--- config.mk ---
export PLATFORM = sky130hd
export DESIGN_NAME = interrupt_level_fields
export DESIGN_NICKNAME = d
export VERILOG_FILES = /design/src/level_pkg.sv /design/src/level_if.sv /design/src/interrupt_level_fields.sv /design/src/level_resolve.sv
export SDC_FILE = /design/constraint.sdc
export NUM_CORES = 1
export LEC_CHECK = 0
export BUFFER_PORTS_ARGS = -buffer_cell sky130_fd_sc_hd__buf_2
export CORE_MARGIN = 2
export CORE_UTILIZATION = 40
export CTS_CLUSTER_SIZE = 40
export DETAILED_ROUTE_END_ITERATION = 12
export GPL_TIMING_DRIVEN = 0
export PLACE_DENSITY = 0.82
export SYNTH_ARGS = -nofsm -noshare
export SYNTH_HDL_FRONTEND = slang
export SYNTH_SLANG_ARGS = --single-unit
--- constraint.sdc ---
create_clock -name core_clk -period 3.2 [get_ports core_clk]
set_clock_uncertainty 0.05 [all_clocks]
set_input_delay 0.64 -clock core_clk [delete_from_list [all_inputs] [get_ports core_clk]]
set_output_delay 0.64 -clock core_clk [all_outputs]
set_load 0.03 [all_outputs]
--- src/level_pkg.sv ---
// Package: constants for the two interrupt priority level fields.
// Assumes a single core clock domain with synchronous active-high reset.
package level_pkg;
   localparam int           LVL_W          = 3;
   localparam int           SRC16_HI       = 18;
   localparam int           SRC16_LO       = 16;
   localparam int           SRC1_HI        = 10;
   localparam int           SRC1_LO        = 8;
   localparam int           WORD_W         = 32;
   localparam logic [2:0]   LVL_RESET      = 3'h0;
   localparam logic [2:0]   LVL_DISABLED   = 3'h0;
   localparam logic [31:0]  FIELD_MASK     = 32'h0007_0700;
   typedef logic [LVL_W-1:0] level_t;
endpackage : level_pkg

--- src/level_if.sv ---
// Interface: level fields and pending gating carried to the resolver stage.
// Assumes the owner drives levels from flops each cycle.
`timescale 1ns/100ps
interface level_if;
   import level_pkg::*;
   level_t src16_level;
   level_t src1_level;
   logic   src16_pend;
   logic   src1_pend;
   modport owner (output src16_level, output src1_level, output src16_pend, output src1_pend);
   modport user  (input src16_level, input src1_level, input src16_pend, input src1_pend);
endinterface : level_if

--- src/interrupt_level_fields.sv ---
// Holds the priority level fields of sources 16 and 1 and the request they form.
// Assumes write strobe, data and pending inputs synchronous to core_clk.
`timescale 1ns/100ps
// How it works
// - Bits 18 to 16 of the word hold a writable three-bit level for source 16, the PCI controller interrupt.
// - Bits 10 to 8 of the word hold a writable three-bit level for source 1, the write-timeout error.
// - A source whose level is zero is disabled and its request never reaches the processor.
// - Levels one to seven are the priority value itself, with seven the highest.
// - Reset clears the source 16 level to zero.
// - Reset clears the source 1 level to zero.
module interrupt_level_fields
   import level_pkg::*;
(
   // Clock and reset
   input  wire logic                      core_clk,
   input  wire logic                      srst,
   // Field access
   input  wire logic                      wr_en,
   input  wire logic [level_pkg::WORD_W-1:0] wr_data,
   output logic      [level_pkg::WORD_W-1:0] rd_data,
   // Sources
   input  wire logic                      pci_controller_interrupt,
   input  wire logic                      wr_timeout_err,
   // Request to processor
   output level_pkg::level_t              req_level,
   output logic [1:0]                     req_src,
   output logic                           req_valid
);
   import level_pkg::*;

   // Level fields, one per source
   level_t            src16_r;
   level_t            src16_nxt;
   level_t            src1_r;
   level_t            src1_nxt;
   // Readback word
   logic [WORD_W-1:0] rd_r;
   logic [WORD_W-1:0] rd_nxt;
   // Registered request
   level_t            req_level_r;
   level_t            req_level_nxt;
   logic [1:0]        req_src_r;
   logic [1:0]        req_src_nxt;
   logic              req_valid_r;
   logic              req_valid_nxt;
   // Resolver result, combinational
   level_t            win_level;
   logic [1:0]        win_src;

   // Carrier towards the resolver leaf
   level_if lv ();

   // Pull one level field out of a written word; lo is the field's low bit
   // Bits outside the field are simply not looked at, so reserved bits are ignored
   function automatic level_t field_of(input logic [WORD_W-1:0] word, input int lo);
      return word[lo +: LVL_W];
   endfunction : field_of

   // Readback word: both fields in place, every reserved bit zero
   // Built from scratch each time so no stale reserved bit can leak out
   function automatic logic [WORD_W-1:0] pack_word(input level_t l16, input level_t l1);
      logic [WORD_W-1:0] w;
      w                    = '0;
      w[SRC16_HI:SRC16_LO] = l16;
      w[SRC1_HI:SRC1_LO]   = l1;
      return w;
   endfunction : pack_word

   // Current levels and pending inputs go to the resolver every cycle
   // Pending inputs are levels, so no edge detection is needed here
   assign lv.src16_level = src16_r;
   assign lv.src1_level  = src1_r;
   assign lv.src16_pend  = pci_controller_interrupt;
   assign lv.src1_pend   = wr_timeout_err;

   // Priority pick between the two sources
   level_resolve u_resolve (
      .lv        (lv.user),
      .win_level (win_level),
      .win_src   (win_src)
   );

   // Field group: one write loads both levels from one word
   // Reset clears them and wins over a write in the same cycle
   always_comb begin
      src16_nxt = src16_r;
      src1_nxt  = src1_r;
      if (srst) begin
         src16_nxt = LVL_RESET;
         src1_nxt  = LVL_RESET;
      end else if (wr_en) begin
         src16_nxt = field_of(wr_data, SRC16_LO);
         src1_nxt  = field_of(wr_data, SRC1_LO);
      end
   end

   always_ff @(posedge core_clk) begin
      src16_r <= src16_nxt;
      src1_r  <= src1_nxt;
   end

   // Readback group: follows the next field values,
   // so a write shows on the same edge that loads the fields
   always_comb begin
      rd_nxt = pack_word(src16_nxt, src1_nxt);
      if (srst) begin
         rd_nxt = '0;
      end
   end

   always_ff @(posedge core_clk) begin
      rd_r <= rd_nxt;
   end

   // Request group: the resolver result is registered so the outputs come from flops
   // A write taken at one edge therefore reaches the request one edge later
   // Reset clears the request on the same edge as the fields
   always_comb begin
      req_level_nxt = win_level;
      req_src_nxt   = win_src;
      req_valid_nxt = (win_level != LVL_DISABLED);
      if (srst) begin
         req_level_nxt = LVL_DISABLED;
         req_src_nxt   = 2'h0;
         req_valid_nxt = 1'b0;
      end
   end

   always_ff @(posedge core_clk) begin
      req_level_r <= req_level_nxt;
      req_src_r   <= req_src_nxt;
      req_valid_r <= req_valid_nxt;
   end

   // Outputs straight from the registers
   assign rd_data   = rd_r;
   assign req_level = req_level_r;
   assign req_src   = req_src_r;
   assign req_valid = req_valid_r;

   // Checks below are clocked on core_clk and muted while srst is high,
   // except the reset checks, which watch the edge after reset, and every cover but COV_TIE

   // Writes land on both fields together and nothing else moves them
   AST_WR16: assert property (@(posedge core_clk) disable iff (srst)
      wr_en |=> src16_r == $past(wr_data[SRC16_HI:SRC16_LO]))
      else $error("src16 write lost");

   AST_WR1: assert property (@(posedge core_clk) disable iff (srst)
      wr_en |=> src1_r == $past(wr_data[SRC1_HI:SRC1_LO]))
      else $error("src1 write lost");

   AST_HOLD: assert property (@(posedge core_clk) disable iff (srst)
      !wr_en |=> $stable(src16_r) && $stable(src1_r))
      else $error("field changed without write");

   // Readback mirrors the fields and keeps reserved bits at zero
   AST_RDBK: assert property (@(posedge core_clk) disable iff (srst)
      rd_r[SRC16_HI:SRC16_LO] == src16_r && rd_r[SRC1_HI:SRC1_LO] == src1_r)
      else $error("readback differs from fields");

   AST_RSVD: assert property (@(posedge core_clk) disable iff (srst)
      (rd_r & ~FIELD_MASK) == '0)
      else $error("reserved bits nonzero");

   // Disabled sources never request, and an idle request shows no level or source
   AST_DIS16: assert property (@(posedge core_clk) disable iff (srst)
      (src16_r == 3'h0 && !(wr_timeout_err && src1_r != 3'h0)) |=> !req_valid_r)
      else $error("disabled src16 requested");

   AST_DIS1: assert property (@(posedge core_clk) disable iff (srst)
      (src1_r == 3'h0 && !pci_controller_interrupt) |=> !req_valid_r)
      else $error("disabled src1 requested");

   AST_IDLE: assert property (@(posedge core_clk) disable iff (srst)
      !req_valid_r |-> req_level_r == 3'h0 && req_src_r == 2'h0)
      else $error("idle request carries a level");

   AST_VLD: assert property (@(posedge core_clk) disable iff (srst)
      req_valid_r |-> req_level_r != 3'h0 && req_src_r != 2'h0)
      else $error("request without level");

   AST_SRC: assert property (@(posedge core_clk) disable iff (srst)
      req_src_r != 2'h3)
      else $error("illegal source code");

   // The higher level wins; equal levels go to source 16
   AST_PRIO: assert property (@(posedge core_clk) disable iff (srst)
      (pci_controller_interrupt && src16_r != 3'h0) |=> req_valid_r && req_level_r >= $past(src16_r))
      else $error("level not granted");

   AST_PRIO1: assert property (@(posedge core_clk) disable iff (srst)
      (wr_timeout_err && src1_r != 3'h0) |=> req_valid_r && req_level_r >= $past(src1_r))
      else $error("src1 level not granted");

   AST_WIN16: assert property (@(posedge core_clk) disable iff (srst)
      (pci_controller_interrupt && src16_r != 3'h0 && !(wr_timeout_err && src1_r > src16_r))
      |=> req_src_r == 2'h2 && req_level_r == $past(src16_r))
      else $error("src16 should win");

   AST_WIN1: assert property (@(posedge core_clk) disable iff (srst)
      (wr_timeout_err && src1_r != 3'h0 && !(pci_controller_interrupt && src16_r >= src1_r))
      |=> req_src_r == 2'h1 && req_level_r == $past(src1_r))
      else $error("src1 should win");

   // Reset clears both fields, the readback and the request
   AST_RST: assert property (@(posedge core_clk)
      srst |=> src16_r == 3'h0 && src1_r == 3'h0 && !req_valid_r)
      else $error("reset values wrong");

   AST_RDRST: assert property (@(posedge core_clk)
      srst |=> rd_r == '0 && req_level_r == 3'h0 && req_src_r == 2'h0)
      else $error("reset readback or request wrong");

   // Main scenarios
   COV_16: cover property (@(posedge core_clk) req_valid_r && req_src_r == 2'h2);
   COV_1: cover property (@(posedge core_clk) req_valid_r && req_src_r == 2'h1);
   COV_MAX: cover property (@(posedge core_clk) req_level_r == 3'h7);
   COV_TIE: cover property (@(posedge core_clk) disable iff (srst)
      pci_controller_interrupt && wr_timeout_err && src16_r != 3'h0 && src16_r == src1_r);
   COV_WR_RST: cover property (@(posedge core_clk) srst && wr_en);
endmodule : interrupt_level_fields

--- src/level_resolve.sv ---
// Resolver leaf: picks the effective request level of the two sources.
// Assumes levels and pending bits come from the owner over level_if.
`timescale 1ns/100ps
module level_resolve
   import level_pkg::*;
(
   // Field side
   level_if.user      lv,
   // Result
   output level_t     win_level,
   output logic [1:0] win_src
);
   // A source counts only while pending and enabled; a zero level never requests
   function automatic level_t eff_level(input logic pend, input level_t lvl);
      return (pend && lvl != LVL_DISABLED) ? lvl : LVL_DISABLED;
   endfunction : eff_level

   // Disabled (zero) sources never request; higher binary value wins
   always_comb begin
      level_t l16;
      level_t l1;
      l16 = eff_level(lv.src16_pend, lv.src16_level);
      l1  = eff_level(lv.src1_pend, lv.src1_level);
      win_level = LVL_DISABLED;
      win_src   = 2'h0;
      if (l16 != LVL_DISABLED && l16 >= l1) begin
         win_level = l16;
         win_src   = 2'h2;
      end else if (l1 != LVL_DISABLED) begin
         win_level = l1;
         win_src   = 2'h1;
      end
   end
endmodule : level_resolve

==> results by group, run 1 <==
CTS
  – CTS Buffer Depth: 2
  – Clock Sinks: 18
  – CTS tree: done
  – Worst-path clk slew: 90 ps
  – CTS root buf: clkbuf_4
  – CTS Buf Count: 3
  – Post-cts gate resize count: 0
  – Total setup buffers inserted after CTS: 0
  – H-tree Lvls: 1
  – Hold_buf cts: 0
  – Clk_lat worst skew: 280 ps

Critical path
  – Crit-path max FO: 7
  – Reg2reg path depth: 6
  – CP Data Arrival Time: between 1500 and 2000 ps
  – CP endpoint kind: register
  – Top Family by Delay on Critical Path: compound AO/OA/AOI/OAI gates
  – Critical path's largest stage delay: 300 ps
  – WP buf/inv: 1
  – Critical-path cell list: buf_2 -> and2_1 -> ha_1 -> a21oi_2 -> o21a_1 -> o21ai_0 -> a21oi_1
  – Reg2reg end: req_level[0]
  – CP Data Required Time: ~3400 ps
  – Reg2reg setup slack: 1530 ps
  – Worst path slowest cell: ha_1
  – Kind of critical path: in -> reg
  – Startpoint types: primary input
  – Critical R2R Launch: lv.src16_level[2]

Die
  – Row cnt: 17
  – Core Region: 2190 sq um
  – Die footprint: 2680 sq um
  – Initial Util: 41.6%
  – Die height: roughly 52 um
  – Die Wd: 51.8 um
  – I/O pin cnt: 75

Worst hold path
  – HP Class: reg -> reg
  – Worst Hold Launch: lv.src16_level[1]
  – Hold EP: req_level[1]
  – Hold depth: 2

Finish
  – Ratio of cells with drive above 1 in the final layout: between 30% and 40%
  – Final core occ: 53.1%
  – Multi-input gate area: about 430 sq um
  – Fill cells: 217
  – Design area: 1160 sq um
  – Diodes inserted: 0
  – Nets: around 190
  – Storage cell area: 360 sq um
  – Area growth syn-to-layout: 27.6%

Logic synthesis
  – Seq/Total Area, Yosys: 39.5%
  – Syn Std Cell Area: 912 sq um
  – Top post-synthesis cells by count: buf_4, dfxtp_1, nor2_1
  – Count leader, synth: buf_4
  – Top_reg_cell synth: dfxtp_1
  – Top cell type's share of synthesized area: 39.5%
  – Netlist cell types: 24
  – Synth top area cells: dfxtp_1, buf_4, mux2i_1
  – Synth Register Bits: 18
  – FFs w/ async S/R, synth: 0%
  – Synth Warn #: 0
  – EDFF count, synth: 0
  – Synthesized instance count: 95
  – Syn Area/Cell: 9.60 sq um
  – Largest area contributor in the netlist: dfxtp_1

STA
  – Fin Setup TNS: 0 ps
  – Hold Vio Cnt, Final: 0
  – F_max: 0.562 GHz
  – Endpoints failing setup: 0
  – Unrepaired setup endpoints after global routing: false
  – Final min period: roughly 1800 ps
  – Part of the cycle the worst path needs: 55.6%
  – Slew Viols, Final: 0

Global routing
  – Vias in the first global route: 610
  – First-pass GRT wire length: 2.55 mm
  – Total GRT Usage: 12.7%
  – Initial antenna violation count: 0
  – Largest net degree at the start of global routing: 11
  – GRT overflow: 0

Detailed routing
  – DRT Pass-1 Iters: 4
  – Total routed wirelength: 1.59 mm
  – Routed len/inst: between 9 and 10 um
  – DRC Markers: 0
  – Vias after detailed routing: 680
  – 1st-iter DRT viols: 10
  – Via density: 3.98
  – Antenna viol nets, final: 0

Run
  – # Max-Cap Violations: 0

Pwr
  – P_leak: 0.628 nW
  – Pwr per Cell Area: 424 nW/um^2
  – Worst ir drop on vdd: 0.000246 V

Placed design
  – Area after DPL: 1140 sq um
  – DP HPWL: 1.34 mm
  – GPL Wtd Cong: 0.792
  – # port buffers: 20

Status
  – Status: complete, no violations
[metal layers]
metal	global-route usage (%)	up-vias	routed length, um
met5	0	-	0
met4	5.26	0	27
met3	2.59	4	123
met2	25.0	27	889
met1	12.8	293	548
li1	-	356	-
[cells in the final DEF (no fill, tap or decap), types with 2 or more instances in the layout]
| cell type | count |
|---|---|
| buf_4 | 26 |
| conb_1 | 26 |
| buf_2 | 21 |
| dfxtp_1 | 18 |
| nor2_1 | 13 |
| mux2i_1 | 6 |
| nand2_1 | 4 |
| a21oi_1 | 4 |
| nand3_1 | 3 |
| ha_1 | 3 |
| clkbuf_4 | 3 |
| and2_1 | 2 |
| o21bai_1 | 2 |
[kinds of logic after synthesis]
kind of cell / Yosys count / synth area share (%)
AO/OA/AOI/OAI: 12 / 11.1
flip-flops: 18 / 39.5
buffers and inverters: 29 / 23.9
adder cells (fa/ha/maj): 3 / 4.12
AND/OR/NAND/NOR: 26 / 14.4
multiplexers: 6 / 6.58
other: 1 / 0.411
[worst max path at each step]
stage                             startpoint           end  slack, ps  cells past startpoint
floorplan           pci_controller_interrupt  req_level[0]       1460                      6
global placement    pci_controller_interrupt  req_level[0]       1230                      7
detailed placement  pci_controller_interrupt  req_level[0]       1140                      7
CTS                 pci_controller_interrupt  req_level[0]       1430                      7
global route        pci_controller_interrupt  req_level[1]       1310                      7
finish              pci_controller_interrupt  req_level[0]       1420                      7
[flip-flops by register name, indices dropped and copies added, names as in the netlist]
signal,flops
lv.src1_level,3
req_valid,1
req_level,3
rd_data,6
req_src,2
lv.src16_level,3
[area by class of cell]
cell class	count	share of cell area (%)
Multi-Input combinational cell	73	36.8
Timing Repair Buffer	20	8.60
Tap cell	28	3.01
Clock buffer	3	1.94
Sequential cell	18	31.0
Buffer	29	18.7
[metrics by stage]
stage	hold WS [ps]	worst slack [ps]	instances	power [mW]
after global placement	475	1230	168	0.386
after global routing	516	1310	171	0.512
after detailed placement	472	1140	168	0.388
after CTS	497	1430	171	0.491
final	509	1420	171	0.493
after floorplan	443	1460	120	0.367
[worst min-delay path, stage by stage, from the launching register on]
cell,delay [ps]
dfxtp_1,370
nand3_1,80
a21oi_1,60
[power by group]
part,internal [mW],switching (mW)
Clock,0.0437,0.0643
Sequential,0.237,0.00696
Combinational,0.0499,0.0911
Power figures use the tool's default switching activity.
==> run 2: changes to the inputs <==
- CORE_UTILIZATION: 40 -> 34
- PLACE_DENSITY: 0.82 -> 0.75
- clock period: 3.2 -> 1.55 ns (I/O delays scaled with it)
==> run 2 against run 1 <==
- non-clock buffer count rose by 2
- via count rose by 4.7%
- clock-buffer cell count rose by 1
- design area rose by 6.3%
==> results by group, run 2 (synthesis results as in run 1) <==
Status
  – Status: complete, no violations

Pwr
  – Worst ir drop on vdd: 0.000586 V (+140%)
  – Pwr per Cell Area: 896 nW/um^2 (+110%)
  – Seq pwr share: 45.3% (-4.2 points)
  – Net Switching: 0.362 mW (+120%)
  – Switching power share of the total: 32.7% (-0.26 points)
  – Internal power: 0.746 mW (+130%)
  – Comb pwr share: 28.2% (-0.4 points)
  – Clk pwr share: 26.4% (+4.5 points)
  – P_leak: 0.652 nW (+3.8%)
  – Power, Total: 1.11 mW (+120%)

CTS
  – CTS Buf Count: 3 (unchanged)
  – Clock Sinks: 18 (unchanged)
  – CTS tree: done
  – Clk_lat worst skew: 300 ps (+20 ps)
  – CTS Buffer Depth: 2 (unchanged)
  – H-tree Lvls: 1 (unchanged)
  – CTS root buf: clkbuf_4
  – Hold_buf cts: 0 (unchanged)
  – Worst-path clk slew: 100 ps (about the same)

STA
  – Hold Vio Cnt, Final: 0 (unchanged)
  – F_max: 0.655 GHz
  – Slew Viols, Final: 0 (unchanged)
  – Fin Setup TNS: 0 ps (unchanged)
  – Final min period: 1530 ps
  – PnR worst setup slack: 24.0 ps (-1400 ps)
  – Endpoints failing setup: 0 (unchanged)
  – Part of the cycle the worst path needs: 98.5%
  – Hold Slack: 172 ps (-338 ps)

Finish
  – Diodes inserted: 0 (unchanged)
  – Most frequent cells in the layout: buf_4, conb_1, buf_2
  – Ratio of cells with drive above 1 in the final layout: 47.3% (+7.4 points)
  – Most common cell after layout, fill and taps aside: buf_4
  – Nets: 187 (+1.1%)
  – Number of flip-flops in the largest register: 6 (unchanged)
  – Area growth syn-to-layout: 35.7%

Detailed routing
  – Routed len/inst: 10.7 um (+15%)
  – Antenna viol nets, final: 0 (unchanged)
  – Via density: 4.05 (+1.7%)
  – Total routed wirelength: 1.88 mm (+19%)
  – Vias after detailed routing: 712 (+4.7%)
  – DRT Pass-1 Iters: 4 (unchanged)
  – DRC Markers: 0 (unchanged)
  – 1st-iter DRT viols: 11 (+1)

Global routing
  – Total GRT Usage: 10.6% (-2.1 points)
  – First-pass GRT wire length: 2.59 mm (+1.6%)
  – Initial antenna violation count: 0 (unchanged)
  – Largest net degree at the start of global routing: 11 (unchanged)
  – GRT overflow: 0 (unchanged)
  – Vias in the first global route: 608 (-0.33%)

Placed design
  – GPL Wtd Cong: 0.746 (-5.9%)
  – Pre-CTS setup slack: -141 ps (-1280 ps)
  – DP HPWL: 1.31 mm (-2.3%)
  – # port buffers: 20 (unchanged)

Critical path
  – Reg2reg setup slack: 20 ps (-1510 ps)
  – Kind of critical path: reg -> reg
  – Reg2reg end: req_level[1]
  – CP endpoint kind: register
  – Startpoint types: register
  – Reg2reg path depth: 6 (unchanged)
  – CP Data Arrival Time: 1710 ps (-240 ps)
  – CP Data Required Time: 1730 ps (-1640 ps)
  – Critical R2R Launch: lv.src1_level[2]
  – Crit-path max FO: 3 (-4)

Die
  – Initial Util: 36.5% (-5.1 points)
  – Die footprint: 3110 sq um (+16%)
  – Die Wd: 55.8 um (+7.8%)
  – Row cnt: 18 (+1)
  – Core Region: 2500 sq um (+14%)
  – Die height: 55.8 um (+7.8%)
  – I/O pin cnt: 75 (unchanged)

Worst hold path
  – Worst Hold Launch: srst
  – Hold EP: req_level[2]
  – HP Class: in -> reg
  – Hold depth: 2 (unchanged)

Run
  – # Max-Cap Violations: 0 (unchanged)
## run 2: stage by stage
stage / util, % / cells / cell area [sq um]
2_1_floorplan: - / 120 / 1010
3_3_place_gp: 45.7 / 170 / 1140
3_5_place_dp: 45.7 / 170 / 1140
4_1_cts: 47.2 / 174 / 1180
5_1_grt: 49.5 / 176 / 1240
6_report: 49.5 / 176 / 1240
## run 2: cell type report
cell class	instances	area (sq um)
fill	237	1260
clock buffer	4	36.3
tap	30	37.5
sequential	18	372
buffer	29	218
multi-input combinational	73	459
timing repair buffer	22	115
## run 2: worst max-delay path: stages, from the launching register on
cell	delay, ps
dfxtp_2	360
nand2_1	110
ha_4	270
a21oi_2	200
o21a_1	220
o21bai_1	100
a21oi_1	140
## run 2: worst max-delay path by stage
stage / startpoint / endpoint / slack [ps]
2_1_floorplan: lv.src16_level[2] / req_level[0] / 120
3_3_place_gp: pci_controller_interrupt / req_level[0] / -100
3_5_place_dp: pci_controller_interrupt / req_level[0] / -140
4_1_cts: lv.src16_level[2] / req_level[1] / -30
5_1_grt: lv.src1_level[2] / req_level[0] / -0.5
6_report: lv.src1_level[2] / req_level[1] / 20
## run 2: timing repair
item	in CTS	in global routing
pin swaps	0	7
gates resized for setup	2	11
setup buffers	0	2
setup endpoints to repair	3	5
## run 2: per-layer routing
metal  wire (um)  GRT usage [%]  vias up
met3         139           2.56        5
met1         646           10.3      310
met4          61           6.27        0
met2        1040           20.1       37
met5           0              0        -
li1            -              -      360
## run 2: power groups by stage
stage,logic [mW],clock network (mW),registers [mW]
2_1_floorplan,0.208,0,0.549
3_3_place_gp,0.284,0,0.513
3_5_place_dp,0.288,0,0.514
4_1_cts,0.291,0.301,0.504
5_1_grt,0.331,0.323,0.505
6_report,0.313,0.293,0.503
==> run 3: changes to the inputs <==
- ABC_AREA: not set -> 1
- CORE_UTILIZATION: 34 -> 35
- SYNTH_HIERARCHICAL: not set -> 1
==> run 3 against run 2 <==
- the run now ends with negative setup slack left
- synthesized cell count rose by 42%
- non-clock buffer count grew 5
- final cell count is 26% higher
- combinational power is 15% higher
==> results by group, run 3 <==
Status
  – Status: finished, violations left
  – Failing checks: negative setup slack

Critical path
  – Critical R2R Launch: lv.src1_level[1]
  – Kind of critical path: reg -> reg
  – Reg2reg path depth: 15 (+9)
  – Reg2reg end: req_valid
  – Crit-path max FO: 4 (+1)
  – CP endpoint kind: register
  – Reg2reg setup slack: -130 ps (-150 ps)
  – CP Data Required Time: 1700 ps (-30 ps)
  – Startpoint types: register
  – CP Data Arrival Time: 1830 ps (+120 ps)

Die
  – Die Wd: 56.4 um (+1.1%)
  – Die height: 56.4 um (+1.1%)
  – Core Region: 2540 sq um (+1.8%)
  – I/O pin cnt: 75 (unchanged)
  – Initial Util: 37.8% (+1.3 points)
  – Die footprint: 3180 sq um (+2.2%)
  – Row cnt: 18 (unchanged)

Logic synthesis
  – Top_reg_cell synth: dfxtp_1
  – Syn Area/Cell: 7.12 sq um (-26%)
  – Netlist cell types: 17 (-29%)
  – EDFF count, synth: 0 (unchanged)
  – Post-synthesis simple-gate area fraction: 26.2% (+12 points)
  – Xor/xnor share of the synthesized area: 0% (unchanged)
  – Syn Std Cell Area: 961 sq um (+5.3%)
  – Count leader, synth: nand2_1
  – Synth Area in Compound Gates: 1.95% (-9.2 points)
  – Seq/Total Area, Yosys: 37.5% (-2.0 points)
  – Synth Warn #: 6 (+6)
  – Top post-synthesis cells by count: nand2_1, buf_4, nor2_1
  – Largest area contributor in the netlist: dfxtp_1
  – FFs w/ async S/R, synth: 0% (unchanged)
  – Synthesized instance count: 135 (+42%)
  – Top cell type's share of synthesized area: 37.5% (-2.0 points)
  – Synth top area cells: dfxtp_1, buf_4, nand2_1
  – Adder-cell share of the synthesized area: 3.91% (-0.21 points)
  – Largest family of logic cells by synthesized area: buffers and inverters
  – Multiplexer area fraction after synthesis: 0% (-6.6 points)
  – Synth Register Bits: 18 (unchanged)

Finish
  – Fill cells: 273 (+15%)
  – Most common cell after layout, fill and taps aside: buf_4
  – Nets: 234 (+25%)
  – Diodes inserted: 0 (unchanged)
  – Number of flip-flops in the largest register: 6 (unchanged)
  – Most frequent cells in the layout: buf_4, conb_1, nand2_1
  – Area growth syn-to-layout: 37.5%
  – Design area: 1320 sq um (+6.8%)
  – Ratio of cells with drive above 1 in the final layout: 43.8% (-3.5 points)

Worst hold path
  – Worst Hold Launch: srst
  – HP Class: in -> reg
  – Hold depth: 2 (unchanged)
  – Hold EP: req_level[1]

Global routing
  – First-pass GRT wire length: 2.46 mm (-4.8%)
  – Total GRT Usage: 9.95% (-0.66 points)
  – GRT overflow: 0 (unchanged)
  – Largest net degree at the start of global routing: 11 (unchanged)
  – Vias in the first global route: 659 (+8.4%)
  – Initial antenna violation count: 0 (unchanged)

STA
  – Final min period: 1680 ps (+150 ps)
  – Hold Slack: 169 ps (-2.62 ps)
  – Unrepaired setup endpoints after global routing: true
  – Fin Setup TNS: -364 ps (-364 ps)
  – Slew Viols, Final: 0 (unchanged)
  – Part of the cycle the worst path needs: 108% (+9.7 points)
  – Hold Vio Cnt, Final: 0 (unchanged)
  – PnR worst setup slack: -126 ps (-150 ps)
  – F_max: 0.597 GHz (-8.9%)
  – Endpoints failing setup: 5 (+5)

Detailed routing
  – Vias after detailed routing: 832 (+17%)
  – DRC Markers: 0 (unchanged)
  – Via density: 3.75 (-7.4%)
  – 1st-iter DRT viols: 14 (+3)
  – DRT Pass-1 Iters: 3 (-1)
  – Antenna viol nets, final: 0 (unchanged)
  – Total routed wirelength: 1.55 mm (-18%)
  – Routed len/inst: 6.97 um (-35%)

Pwr
  – P_leak: 0.826 nW (+27%)
  – Worst ir drop on vdd: 0.000412 V (-30%)
  – Pwr per Cell Area: 831 nW/um^2 (-7.2%)
  – Power, Total: 1.10 mW (-0.92%)

CTS
  – CTS Buffer Depth: 2 (unchanged)
  – Hold_buf cts: 0 (unchanged)
  – H-tree Lvls: 1 (unchanged)
  – CTS tree: done
  – CTS root buf: clkbuf_4
  – CTS Buf Count: 3 (unchanged)
  – Clock Sinks: 18 (unchanged)
  – Worst-path clk slew: 90 ps (about the same)
  – Clk_lat worst skew: 290 ps (about the same)

Placed design
  – Area after DPL: 1210 sq um (+5.9%)
  – DP HPWL: 1.21 mm (-7.3%)
  – GPL Wtd Cong: 0.750 (+0.56%)
  – # port buffers: 22 (+10%)

Run
  – # Max-Cap Violations: 0 (unchanged)
run 3: layer usage:
metal / track usage, % / up-vias / share of wire [%] / routed length (um)
li1: - / 459 / - / -
met1: 9.85 / 344 / 40 / 615
met2: 18.3 / 27 / 49 / 760
met3: 2.53 / 2 / 9.1 / 141
met4: 6.12 / 0 / 1.9 / 30
met5: 0 / - / 0 / 0
run 3: worst max-delay path: stages (launching register included):
cell     delay [ps]
dfxtp_2         340
nor2_1           40
nand2_1          60
nand2_2          60
nor2_2          110
inv_1            50
ha_1            260
nand2_1          50
inv_2            50
nand2_2          60
nand2_4          90
nand2_4          70
nand2_2          70
nand2_2          50
o21ai_2         120
nand2_1          50
run 3: cell families after synthesis:
family                   Yosys count
flip-flops                        18
other                              1
AND/OR/NAND/NOR                   61
adder cells (fa/ha/maj)            3
AO/OA/AOI/OAI                      3
buffers and inverters             49
run 3: what timing repair did:
item,4_1_cts,5_1_grt
resized for setup,4,10
setup buffers,5,2
endpoints found under the hold margin,0,0
pin swaps,5,14
setup endpoints to repair,6,6
cloned,0,0
run 3: through the flow:
| stage | cells | setup WS (ps) | utilization (%) |
|---|---|---|---|
| after detailed placement | 212 | -173 | 47.6 |
| after floorplan | 160 | -54.8 | - |
| after CTS | 220 | -107 | 50.2 |
| after global routing | 222 | -263 | 51.9 |
| final | 222 | -126 | 51.9 |
| after global placement | 212 | -161 | 47.6 |
run 3: area by class of cell:
type                    count  area (sq um)  share of cell area [%]
plain buffers              27           206                    15.6
clock buffers               3          22.5                    1.70
inverters                  22          82.6                    6.25
multi-input cells          93           443                    33.5
flip-flops and latches     18           367                    27.7
well taps                  30          37.5                    2.84
repair buffers             29           163                    12.3
run 3: worst max path at each step:
stage	startpoint	end	slack [ps]	cells after the start
floorplan	lv.src1_level[1]	req_valid	-50	15
global placement	pci_controller_interrupt	req_valid	-160	14
detailed placement	pci_controller_interrupt	req_valid	-170	14
CTS	lv.src1_level[1]	req_valid	-110	14
global route	lv.src1_level[1]	req_valid	-260	15
finish	lv.src1_level[1]	req_valid	-130	15
run 3: where the power goes:
group / total [mW] / internal [mW] / switching, mW
logic: 0.361 / 0.129 / 0.232
clock network: 0.229 / 0.0906 / 0.139
registers: 0.508 / 0.496 / 0.0120
